**config.mk**
```make
export PLATFORM = sky130hd
export DESIGN_NAME = clbc_bus_cycle
export DESIGN_NICKNAME = d
export VERILOG_FILES = /design/src/core/clbc_pkg.sv /design/src/core/clbc_req_if.sv /design/src/core/clbc_lane_map.sv /design/src/core/clbc_bus_cycle.sv
export SDC_FILE = /design/constraint.sdc
export NUM_CORES = 1
export LEC_CHECK = 0
export BUFFER_PORTS_ARGS = -buffer_cell sky130_fd_sc_hd__buf_2
export CAP_MARGIN = 20
export CORE_MARGIN = 2
export CORE_UTILIZATION = 40
export DETAILED_ROUTE_END_ITERATION = 16
export PLACE_DENSITY = 0.69
export SYNTH_ARGS = -nofsm -noshare
export SYNTH_HDL_FRONTEND = slang
export SYNTH_SLANG_ARGS = --single-unit
```
**constraint.sdc**
```tcl
create_clock -name clock -period 2.3 [get_ports clock]
set_input_delay 0.23 -clock clock [delete_from_list [all_inputs] [get_ports clock]]
set_output_delay 0.23 -clock clock [all_outputs]
set_load 0.01 [all_outputs]
```
**src/core/clbc_pkg.sv**
```systemverilog
// Package: constants and types for the local bus cycle interface
// How it works
// - Memory space covers all 32-bit addresses; I/O addresses stay below 0001_0000.
// - Coprocessor transfers are I/O cycles at 800000F8 through 800000FF.
// - Active-low lane select n covers data bits 8n to 8n+7.
// - Number of asserted lane selects equals operand size, one to four bytes.
// - Writes using only the upper half copy those bytes onto the lower half.
// - Lane 2 copies to 0, lane 3 to 1, both to 0 and 1 only.
// - Memory/IO, data/code and write/read are valid while the strobe is asserted.
// - Lock output valid at first locked cycle, negated when its last one terminates; a first locked cycle entered by pipelining never raises it.
// - Type codes 000 ack, 010/011 I/O, 100 code, 101 halt, 110/111 memory data.
// - Type 001 is never driven while the address strobe is asserted.
// - Halt drives address 2 with lane 2; shutdown address 0 with lane 0.
// - Address strobe asserted in first and pipelined second bus states.
// - Termination latches read data on reads and acknowledges; writes just end.
// - Termination ignored in the first bus state, then sampled each state.
// - Next-address request drives the following cycle early only when one is pending.
// - Half-width input restricts cycle to lower lanes; no effect for lanes 0/1 only.
// - Half-width with lane 2 or 3 moves upper bytes over lower data lines.
// - Operand spanning both halves with half-width runs an extra 16-bit cycle.
// - Address given as four lane selects plus thirty word address bits.
// - Writes, halt and shutdown drive all 32 data lines.
// - A bus cycle lasts at least two internal clocks, longer until terminated.
// - Signals named with _n are active low; others active high.
package clbc_pkg;
	localparam logic [31:0] IO_ADDR_MAX = 32'h0000_FFFF;
	localparam logic [31:0] COP_ADDR_LO = 32'h8000_00F8;
	localparam logic [31:0] COP_ADDR_HI = 32'h8000_00FF;
	localparam logic [29:0] HALT_WADDR = 30'h0000_0000;
	localparam logic [3:0] HALT_LANES = 4'h4;
	localparam logic [3:0] SHUT_LANES = 4'h1;
	localparam logic [3:0] LOW_LANES = 4'h3;
	localparam logic [3:0] HIGH_LANES = 4'hC;
	localparam logic [3:0] RST_LANES_N = 4'h0;
	localparam logic [29:0] RST_WADDR = 30'h3FFF_FFFF;
	localparam logic [2:0] RST_TYPE = 3'h2;
	localparam logic [2:0] IDLE_TYPE = 3'h1;
	localparam int MIN_STATES = 2;
	// Cycle type code {mem_io, data_code, write_read}
	typedef enum logic [2:0] {
		CLBC_INTA = 3'h0,
		CLBC_IO_RD = 3'h2,
		CLBC_IO_WR = 3'h3,
		CLBC_CODE_RD = 3'h4,
		CLBC_HALT_SHUT = 3'h5,
		CLBC_MEM_RD = 3'h6,
		CLBC_MEM_WR = 3'h7
	} clbc_type_t;
	typedef enum logic [3:0] {
		CLBC_IDLE = 4'h1,
		CLBC_FIRST = 4'h2,
		CLBC_LATER = 4'h4,
		CLBC_PIPE = 4'h8
	} clbc_state_t;
endpackage

```
**src/core/clbc_req_if.sv**
```systemverilog
// Interface: one internal bus request between the core and the lane helper
interface clbc_req_if;
	import clbc_pkg::*;
	logic [29:0] waddr;
	logic [3:0] lanes;
	logic [31:0] wdata;
	logic [2:0] ctype;
	logic [31:0] drv_data;
	logic upper_only;
	logic spans;
	modport core (output waddr, output lanes, output wdata, output ctype,
		input drv_data, input upper_only, input spans);
	modport lane (input waddr, input lanes, input wdata, input ctype,
		output drv_data, output upper_only, output spans);
endinterface

```
**src/core/clbc_lane_map.sv**
```systemverilog
// Lane helper: write duplication and half-width classification
module clbc_lane_map import clbc_pkg::*; (
	clbc_req_if.lane r
);
	wire lo_any = |r.lanes[1:0];
	wire hi_any = |r.lanes[3:2];
	assign r.upper_only = hi_any && !lo_any;
	assign r.spans = hi_any && lo_any;
	// Copy upper bytes down so a 16-bit slave sees them without a second cycle
	assign r.drv_data[31:16] = r.wdata[31:16];
	assign r.drv_data[15:0] = r.upper_only ? r.wdata[31:16] : r.wdata[15:0];
endmodule

```
**src/core/clbc_bus_cycle.sv**
```systemverilog
// Top: processor-side local bus cycle sequencer
module clbc_bus_cycle import clbc_pkg::*; (
	input wire logic clock,
	input wire logic srst,
	input wire logic clk_en,
	// Internal request side
	input wire logic req_valid,
	output logic req_ready,
	input wire logic [29:0] req_waddr,
	input wire logic [3:0] req_lanes,
	input wire logic [2:0] req_type,
	input wire logic req_lock,
	input wire logic req_halt,
	input wire logic [31:0] req_wdata,
	output logic rsp_valid,
	output logic [31:0] rsp_rdata,
	// Pins
	output logic [29:0] word_address_bits,
	output logic [3:0] byte_lane_select_n,
	output logic mem_io,
	output logic data_code,
	output logic write_read,
	output logic lock_n,
	output logic address_strobe_n,
	input wire logic ready_n,
	input wire logic next_address_request_n,
	input wire logic half_width_bus_n,
	input wire logic [31:0] data_lines_in,
	output logic [31:0] data_lines_out,
	output logic data_lines_oe_n
);
	// ------------------------------------------------------------
	// Pin input synchronisers
	// ------------------------------------------------------------
	logic [2:0] rdy_s_reg, na_s_reg, bs_s_reg;
	logic rdy_reg, na_reg, bs_reg;
	always_ff @(posedge clock) begin
		if (srst) begin
			rdy_s_reg <= 3'h7;
			na_s_reg <= 3'h7;
			bs_s_reg <= 3'h7;
			rdy_reg <= 1'b1;
			na_reg <= 1'b1;
			bs_reg <= 1'b1;
		end else if (clk_en) begin
			rdy_s_reg <= {rdy_s_reg[1:0], ready_n};
			na_s_reg <= {na_s_reg[1:0], next_address_request_n};
			bs_s_reg <= {bs_s_reg[1:0], half_width_bus_n};
			if (rdy_s_reg[1] == rdy_s_reg[2]) rdy_reg <= rdy_s_reg[2];
			if (na_s_reg[1] == na_s_reg[2]) na_reg <= na_s_reg[2];
			if (bs_s_reg[1] == bs_s_reg[2]) bs_reg <= bs_s_reg[2];
		end
	end
	wire ready_seen = !rdy_reg;
	wire na_seen = !na_reg;
	wire half_seen = !bs_reg;

	// ------------------------------------------------------------
	// Current cycle registers
	// ------------------------------------------------------------
	clbc_state_t state_reg, state_next;
	logic [29:0] waddr_reg;
	logic [3:0] lanes_reg;
	logic [2:0] type_reg;
	logic [31:0] wdata_reg;
	logic lock_reg;
	logic second_reg;
	logic [31:0] rdata_reg;
	logic rsp_reg;
	logic lock_out_reg;
	logic [29:0] p_waddr_reg;
	logic [3:0] p_lanes_reg;
	logic [2:0] p_type_reg;
	logic [31:0] p_wdata_reg;
	logic p_lock_reg;
	logic p_full_reg;
	logic pipe_fresh_reg;
	logic pipe_start_reg;

	clbc_req_if cur ();
	assign cur.waddr = waddr_reg;
	assign cur.lanes = lanes_reg;
	assign cur.wdata = wdata_reg;
	assign cur.ctype = type_reg;
	clbc_lane_map u_map (.r(cur));

	// ------------------------------------------------------------
	// Decode
	// ------------------------------------------------------------
	wire is_write = type_reg[0] && type_reg != CLBC_HALT_SHUT;
	wire is_read = !type_reg[0];
	wire drives_data = type_reg[0];
	// A promoted pipelined cycle enters LATER, but that is still its own first state
	wire can_end = (state_reg == CLBC_LATER && !pipe_start_reg)
		|| state_reg == CLBC_PIPE;
	wire term = can_end && ready_seen;
	// Extra 16-bit cycle only for an operand straddling both halves
	wire need_second = term && half_seen && cur.spans && !second_reg;
	wire cyc_done = term && !need_second;
	wire [3:0] second_lanes = lanes_reg & HIGH_LANES;
	// Halt and shutdown force the address, and force lane 2 or lane 0 depending on request lane 2
	wire [29:0] in_waddr = req_halt ? HALT_WADDR : req_waddr;
	wire [3:0] halt_lanes = req_lanes[2] ? HALT_LANES : SHUT_LANES;
	wire [3:0] in_lanes = req_halt ? halt_lanes : req_lanes;
	wire [2:0] in_type = req_halt ? 3'(CLBC_HALT_SHUT) : req_type;
	// Pipelined address only when the request is already waiting
	wire take_pipe = state_reg == CLBC_LATER && na_seen && req_valid && !need_second
		&& !term;
	wire idle_take = state_reg == CLBC_IDLE && req_valid;
	wire done_take = cyc_done && !p_full_reg && req_valid;
	assign req_ready = clk_en && !srst && (idle_take || take_pipe || done_take);
	// Hidden upper half lands on D0-D15 when half width was applied
	wire [15:0] up_src = (half_seen && (second_reg || cur.upper_only))
		? data_lines_in[15:0] : data_lines_in[31:16];
	wire [15:0] lo_src = second_reg ? rdata_reg[15:0] : data_lines_in[15:0];

	// ------------------------------------------------------------
	// Sequencer
	// ------------------------------------------------------------
	always_comb begin
		state_next = state_reg;
		case (state_reg)
			CLBC_IDLE: if (req_valid) state_next = CLBC_FIRST;
			CLBC_FIRST: state_next = CLBC_LATER;
			CLBC_LATER: begin
				if (need_second) state_next = CLBC_FIRST;
				else if (take_pipe) state_next = CLBC_PIPE;
				else if (cyc_done) state_next = req_valid ? CLBC_FIRST : CLBC_IDLE;
			end
			CLBC_PIPE: if (cyc_done) state_next = CLBC_LATER;
			default: state_next = CLBC_IDLE;
		endcase
	end

	always_ff @(posedge clock) begin
		if (srst) begin
			state_reg <= CLBC_IDLE;
			second_reg <= 1'b0;
			p_full_reg <= 1'b0;
			rsp_reg <= 1'b0;
			lock_out_reg <= 1'b0;
			pipe_fresh_reg <= 1'b0;
			pipe_start_reg <= 1'b0;
		end else if (clk_en) begin
			state_reg <= state_next;
			// Strobe for a pipelined address stands for one state only
			pipe_fresh_reg <= take_pipe;
			pipe_start_reg <= state_reg == CLBC_PIPE && cyc_done;
			rsp_reg <= cyc_done && is_read;
			if (need_second) second_reg <= 1'b1;
			else if (cyc_done) second_reg <= 1'b0;
			if (take_pipe) p_full_reg <= 1'b1;
			else if (cyc_done) p_full_reg <= 1'b0;
			// Lock rises at the end of the FIRST state of a locked cycle, never for one entered by pipelining; drops on its final termination
			if (state_reg == CLBC_FIRST && lock_reg) lock_out_reg <= 1'b1;
			else if (cyc_done && !(p_full_reg && p_lock_reg)
				&& !(state_next == CLBC_FIRST && req_lock)) lock_out_reg <= 1'b0;
		end
	end

	always_ff @(posedge clock) begin
		if (srst) begin
			waddr_reg <= RST_WADDR;
			lanes_reg <= ~RST_LANES_N;
			type_reg <= RST_TYPE;
			wdata_reg <= '0;
			lock_reg <= 1'b0;
			rdata_reg <= '0;
			p_waddr_reg <= '0;
			p_lanes_reg <= '0;
			p_type_reg <= RST_TYPE;
			p_wdata_reg <= '0;
			p_lock_reg <= 1'b0;
		end else if (clk_en) begin
			if (term && is_read) rdata_reg <= {up_src, lo_src};
			if (need_second) lanes_reg <= second_lanes;
			else if (idle_take || done_take) begin
				waddr_reg <= in_waddr;
				lanes_reg <= in_lanes;
				type_reg <= in_type;
				wdata_reg <= req_wdata;
				lock_reg <= req_lock;
			end else if (cyc_done && p_full_reg) begin
				waddr_reg <= p_waddr_reg;
				lanes_reg <= p_lanes_reg;
				type_reg <= p_type_reg;
				wdata_reg <= p_wdata_reg;
				lock_reg <= p_lock_reg;
			end
			if (take_pipe) begin
				p_waddr_reg <= in_waddr;
				p_lanes_reg <= in_lanes;
				p_type_reg <= in_type;
				p_wdata_reg <= req_wdata;
				p_lock_reg <= req_lock;
			end
		end
	end

	// ------------------------------------------------------------
	// Pin outputs
	// ------------------------------------------------------------
	wire show_pipe = state_reg == CLBC_PIPE;
	wire [2:0] pin_type = show_pipe ? p_type_reg : type_reg;
	wire strobe = state_reg == CLBC_FIRST || (show_pipe && pipe_fresh_reg);
	// During a pipelined state the address, lane and type pins already show the next cycle; data lines keep the current one
	assign word_address_bits = show_pipe ? p_waddr_reg : waddr_reg;
	assign byte_lane_select_n = ~(show_pipe ? p_lanes_reg : lanes_reg);
	assign mem_io = pin_type[2];
	assign data_code = pin_type[1];
	// Idle bus keeps the last cycle type, so reset shows 010 with the strobe high
	assign write_read = pin_type[0];
	assign lock_n = !lock_out_reg;
	assign address_strobe_n = !strobe;
	assign data_lines_out = cur.drv_data;
	assign data_lines_oe_n = !(drives_data && state_reg != CLBC_IDLE);
	assign rsp_valid = rsp_reg;
	assign rsp_rdata = rdata_reg;

	// ------------------------------------------------------------
	// Checks
	// ------------------------------------------------------------
	logic unused_ok;
	assign unused_ok = strobe ^ is_write;
	a_no_type_one: assert property (@(posedge clock) disable iff (srst)
		!address_strobe_n |-> {mem_io, data_code, write_read} != 3'h1)
		else $error("Type 001 with strobe");
	a_strobe_first: assert property (@(posedge clock) disable iff (srst)
		!address_strobe_n |-> state_reg == CLBC_FIRST || show_pipe)
		else $error("Strobe outside first or pipelined state");
	a_min_two: assert property (@(posedge clock) disable iff (srst || !clk_en)
		state_reg == CLBC_FIRST ##1 clk_en |-> !rsp_valid)
		else $error("Cycle shorter than two states");
	a_no_early_end: assert property (@(posedge clock) disable iff (srst)
		state_reg == CLBC_FIRST |-> !term)
		else $error("Termination taken in first state");
	a_halt_addr: assert property (@(posedge clock) disable iff (srst)
		!address_strobe_n && type_reg == CLBC_HALT_SHUT |->
		word_address_bits == HALT_WADDR && (byte_lane_select_n == ~HALT_LANES
		|| byte_lane_select_n == ~SHUT_LANES))
		else $error("Bad halt or shutdown address");
	a_dup_lower: assert property (@(posedge clock) disable iff (srst)
		!data_lines_oe_n && lanes_reg[3:2] != 2'h0 && lanes_reg[1:0] == 2'h0 |->
		data_lines_out[15:0] == data_lines_out[31:16])
		else $error("Upper write data not duplicated");
	a_write_drive: assert property (@(posedge clock) disable iff (srst)
		state_reg != CLBC_IDLE && type_reg[0] |-> !data_lines_oe_n)
		else $error("Write not driving data lines");
	a_second_cycle: assert property (@(posedge clock) disable iff (srst || !clk_en)
		need_second |=> state_reg == CLBC_FIRST && lanes_reg[1:0] == 2'h0)
		else $error("Missing extra half-width cycle");
	a_lock_drop: assert property (@(posedge clock) disable iff (srst || !clk_en)
		cyc_done && !p_full_reg && state_next == CLBC_IDLE |=> lock_n)
		else $error("Lock held after final cycle");
	a_lane_count: assert property (@(posedge clock) disable iff (srst)
		!address_strobe_n |-> byte_lane_select_n != 4'hF)
		else $error("No lane selected with strobe");
	a_read_full: assert property (@(posedge clock) disable iff (srst || !clk_en)
		term && is_read && !half_seen && !second_reg |=>
		rsp_rdata == $past(data_lines_in))
		else $error("Read data not latched at termination");
	a_read_upper: assert property (@(posedge clock) disable iff (srst || !clk_en)
		term && is_read && half_seen && cur.upper_only |=>
		rsp_rdata[31:16] == $past(data_lines_in[15:0]))
		else $error("Upper bytes not taken from low lines");
	a_lock_rise: assert property (@(posedge clock) disable iff (srst || !clk_en)
		state_reg == CLBC_FIRST && lock_reg |=> !lock_n)
		else $error("Lock not driven for locked cycle");
	a_pipe_next: assert property (@(posedge clock) disable iff (srst || !clk_en)
		take_pipe |=> !address_strobe_n && word_address_bits == $past(in_waddr))
		else $error("Pipelined address not shown");
	c_pipe: cover property (@(posedge clock) take_pipe);
	c_lock: cover property (@(posedge clock) !lock_n && !address_strobe_n);
	c_split: cover property (@(posedge clock) need_second);
	c_read: cover property (@(posedge clock) rsp_valid);
	c_halt: cover property (@(posedge clock) !address_strobe_n && type_reg == CLBC_HALT_SHUT);
endmodule

```
==> run summary <==
GLOBAL ROUTE
-------------------------------------------------------------------------------
Global-route congestion overflow total                                        0
Initial antenna violation count                                              10
Number of global-route vias before repair                                 7,835
GRT Resource Usage Total                                                  21.2%
Wire length of the first global-routing pass                            40.8 mm
Largest net degree at the start of global routing                           103

LAYOUT
-------------------------------------------------------------------------------
Area growth syn-to-layout                                                 27.0%
Number of fill cells in the layout                                        2,023
Finished Core Util                                                        51.8%
Net count, final                                                          1,362
Fraction of layout instances using a drive strength above 1               29.2%

CLOCK NETWORK
-------------------------------------------------------------------------------
Clk_lat worst skew                                                       440 ps
TritonCTS clock tree                                                       done
Sinks on the clock net                                                      194
Number of buffers between clock root and the deepest sink                     2
CTS H-tree depth                                                              4
Total clock buffers created by CTS                                           17
Root buffer cell                                                      clkbuf_16
Clock slew at reported path FFs                                           70 ps

TIMING
-------------------------------------------------------------------------------
Max-slew violation count                                                      0
Number of hold violations in the final report                                 0
Post-Route Skew                                                         12.5 ps
Post-layout worst setup margin                                          24.6 ps
Total of endpoints with negative setup slack in the final report              0
Setup repair after global routing missed its margin                        true
Final worst-path cycle share                                              98.9%
Min Tclk post-route                                                     2280 ps
Worst slew margin                                                         53.7%
Setup TNS                                                                  0 ps
Slew at the pin with the worst max-slew slack                            694 ps
Max Clock Freq                                                          439 MHz

CRITICAL PATH
-------------------------------------------------------------------------------
Critical path's slowest cell                                            dfxtp_2
Series of cell instances along the critical path                   buf_6 -> nor4b_4 -> buf_6 -> clkbuf_16 -> mux2_4 -> buf_6
Most frequent CP cell                                                     buf_6
CP Max Fanout                                                                 7
CP max stage delay                                                       330 ps
Kind of start point of the critical path                              flip-flop
Worst setup path category                                            reg -> out
Critical path data required time                                        2070 ps
Sort of element at the end of the critical path                    primary output
Worst EP arrival                                                        2050 ps

PLACEMENT
-------------------------------------------------------------------------------
Gpl congestion                                                            0.824
Half-perimeter wire length after placement                              16.4 mm
IO Port Bufs                                                                215
Post-Place Worst Slack                                                   133 ps

SYNTH
-------------------------------------------------------------------------------
Yosys cell types                                                             53
Gate count after technology mapping                                       1,086
Async set or reset register ratio after synthesis                            0%
Synthesized area divided by synthesized cell count                    8.20 um^2
Flip-flop and latch count after synthesis                                   194
Net Count, Synth                                                          1,196
Share of synthesized area occupied by flip-flops and latches              43.6%
Synthesized cell area                                                 8910 um^2
Count of warnings emitted by yosys                                            0
Flip-flop cell with the highest count after synthesis                   dfxtp_1
Count of flip-flops with a built-in enable after synthesis                    0

DRT
-------------------------------------------------------------------------------
Number of detailed-route iterations in the first pass                         5
Post-Route WL                                                           26.5 mm
Number of DRC markers after the initial detailed-route iteration            555
Per-cell routed wire length                                             17.1 um
Residual antenna-violating net count after detailed routing                   0
Post-detailed-route via-to-cell ratio                                      5.49
Drt drc                                                                       0
Via count                                                                 8,509

FLOORPLANNING
-------------------------------------------------------------------------------
Die Height                                                               153 um
Starting Density                                                          40.8%
Ports                                                                       216
Width of the die                                                         153 um
Core outline area                                                   21,800 um^2
Die Area                                                            23,500 um^2
Number of rows in the core area                                              54

POWER
-------------------------------------------------------------------------------
Power Density                                                       663 nW/um^2
LEAKAGE                                                                 4.46 nW
Worst-case vdd ir drop                                                 0.479 mV

JOB
-------------------------------------------------------------------------------
Max-cap violations                                                            0

WORST HOLD PATH
-------------------------------------------------------------------------------
Worst hold path class                                                 in -> reg

STATUS
-------------------------------------------------------------------------------
Run status                                                         finished clean

==> cell families after synthesis <==
family          Yosys count  synth area share (%)
simple gates            376                  19.1
compound gates          319                  21.6
flops                   194                  43.6
buf+inv                 125                  6.95
mux                      71                  8.66
xor+xnor                  1                0.0983
==> report_power, final <==
part	switching, W	internal (W)
Clock	0.00141	0.00142
Sequential	0.0000751	0.00347
Combinational	0.000614	0.000511
==> synth_stat cells, types with 2 or more instances <==
master,n,area share [%]
a21oi_1,198,11
nand2b_1,7,0.49
nand3b_1,2,0.17
o21bai_1,3,0.25
o31a_1,2,0.20
nor2_1,110,4.6
a211oi_2,5,0.70
nor2b_1,10,0.70
o21a_1,2,0.17
a211o_1,8,0.79
a31oi_1,26,1.8
and2_1,3,0.21
a22oi_1,2,0.17
nor3b_1,26,2.2
nor4b_1,3,0.29
nor3_1,47,2.6
or3_1,2,0.14
clkbuf_1,71,3.0
a211oi_1,47,4.0
nand3_1,4,0.22
buf_2,18,1.0
buf_4,22,1.9
inv_1,5,0.21
buf_6,6,0.76
nor4_1,8,0.56
mux2_2,49,6.2
o21ai_0,10,0.56
o31ai_1,2,0.17
mux2i_1,22,2.5
nand2_1,149,6.3
buf_1,2,0.084
dfxtp_1,194,44
==> cell usage in the layout (no fill, tap or decap), types with 9 or more instances in the layout <==
cell type	netlist	final
dfxtp_1	194	190
nor2b_1	10	10
buf_2	18	180
mux2i_1	22	22
a211oi_1	47	47
nor3b_1	26	25
buf_6	6	38
mux2_2	49	16
nand2_1	149	149
a21oi_1	198	198
mux2_4	0	33
nor3_1	47	47
a31oi_1	26	26
o21ai_0	10	9
buf_4	22	32
nor2_1	110	110
clkbuf_16	0	20
buf_12	0	9
==> metrics by stage <==
| stage | power (W) | area (um^2) | instances | hold WS, ps |
|---|---|---|---|---|
| final | 0.00750 | 11300 | 1550 | 22.2 |
| after global placement | 0.00459 | 10200 | 1499 | 437 |
| after global routing | 0.00781 | 11300 | 1546 | 20.7 |
| after floorplan | 0.00424 | 8910 | 1086 | 352 |
| after detailed placement | 0.00461 | 10200 | 1499 | 443 |
| after CTS | 0.00745 | 10800 | 1540 | 6.81 |
==> critical path: cells and delay by family, from the launching register on <==
family	cells	cell delay, ps
multiplexers	1	310
buffers and inverters	4	640
AND/OR/NAND/NOR	1	330
flip-flops	1	330
==> repair_timing <==
item	4_1_cts	5_1_grt
pin swaps	1	2
gates cloned	2	4
hold buffers	2	0
setup buffers	5	2
hold endpoints to repair	2	0
gates resized for setup	5	88
setup endpoints to repair	24	60
==> final timing paths <==
check,startpoint,to,slack [ps],cells past startpoint
worst min register to register,rsp_rdata[10],rsp_rdata[10],450,2
worst min-delay path,ready_n,rdy_s_reg[0],20,2
worst max register to register,state_reg[3],cur.wdata[23],190,7
worst max-delay path,state_reg[1],word_address_bits[22],20,6
==> layer usage <==
metal | track usage [%] | vias up | routed length (um)
li1 | - | 4136 | -
met1 | 26.8 | 4081 | 11900
met2 | 34.5 | 261 | 12200
met3 | 7.68 | 23 | 2050
met4 | 5.16 | 8 | 301
met5 | 0 | - | 48
==> area by class of cell <==
cell class	instances	area, um^2	area share [%]
clock inverter	15	124	1.09
timing repair buffer	266	1890	16.7
antenna	5	12.5	0.111
sequential	194	3890	34.4
tap	280	350	3.10
multi-input combinational	767	4600	40.7
clock buffer	17	425	3.76
inverter	6	22.5	0.199
Note: power is estimated with default switching activity, not from simulation.
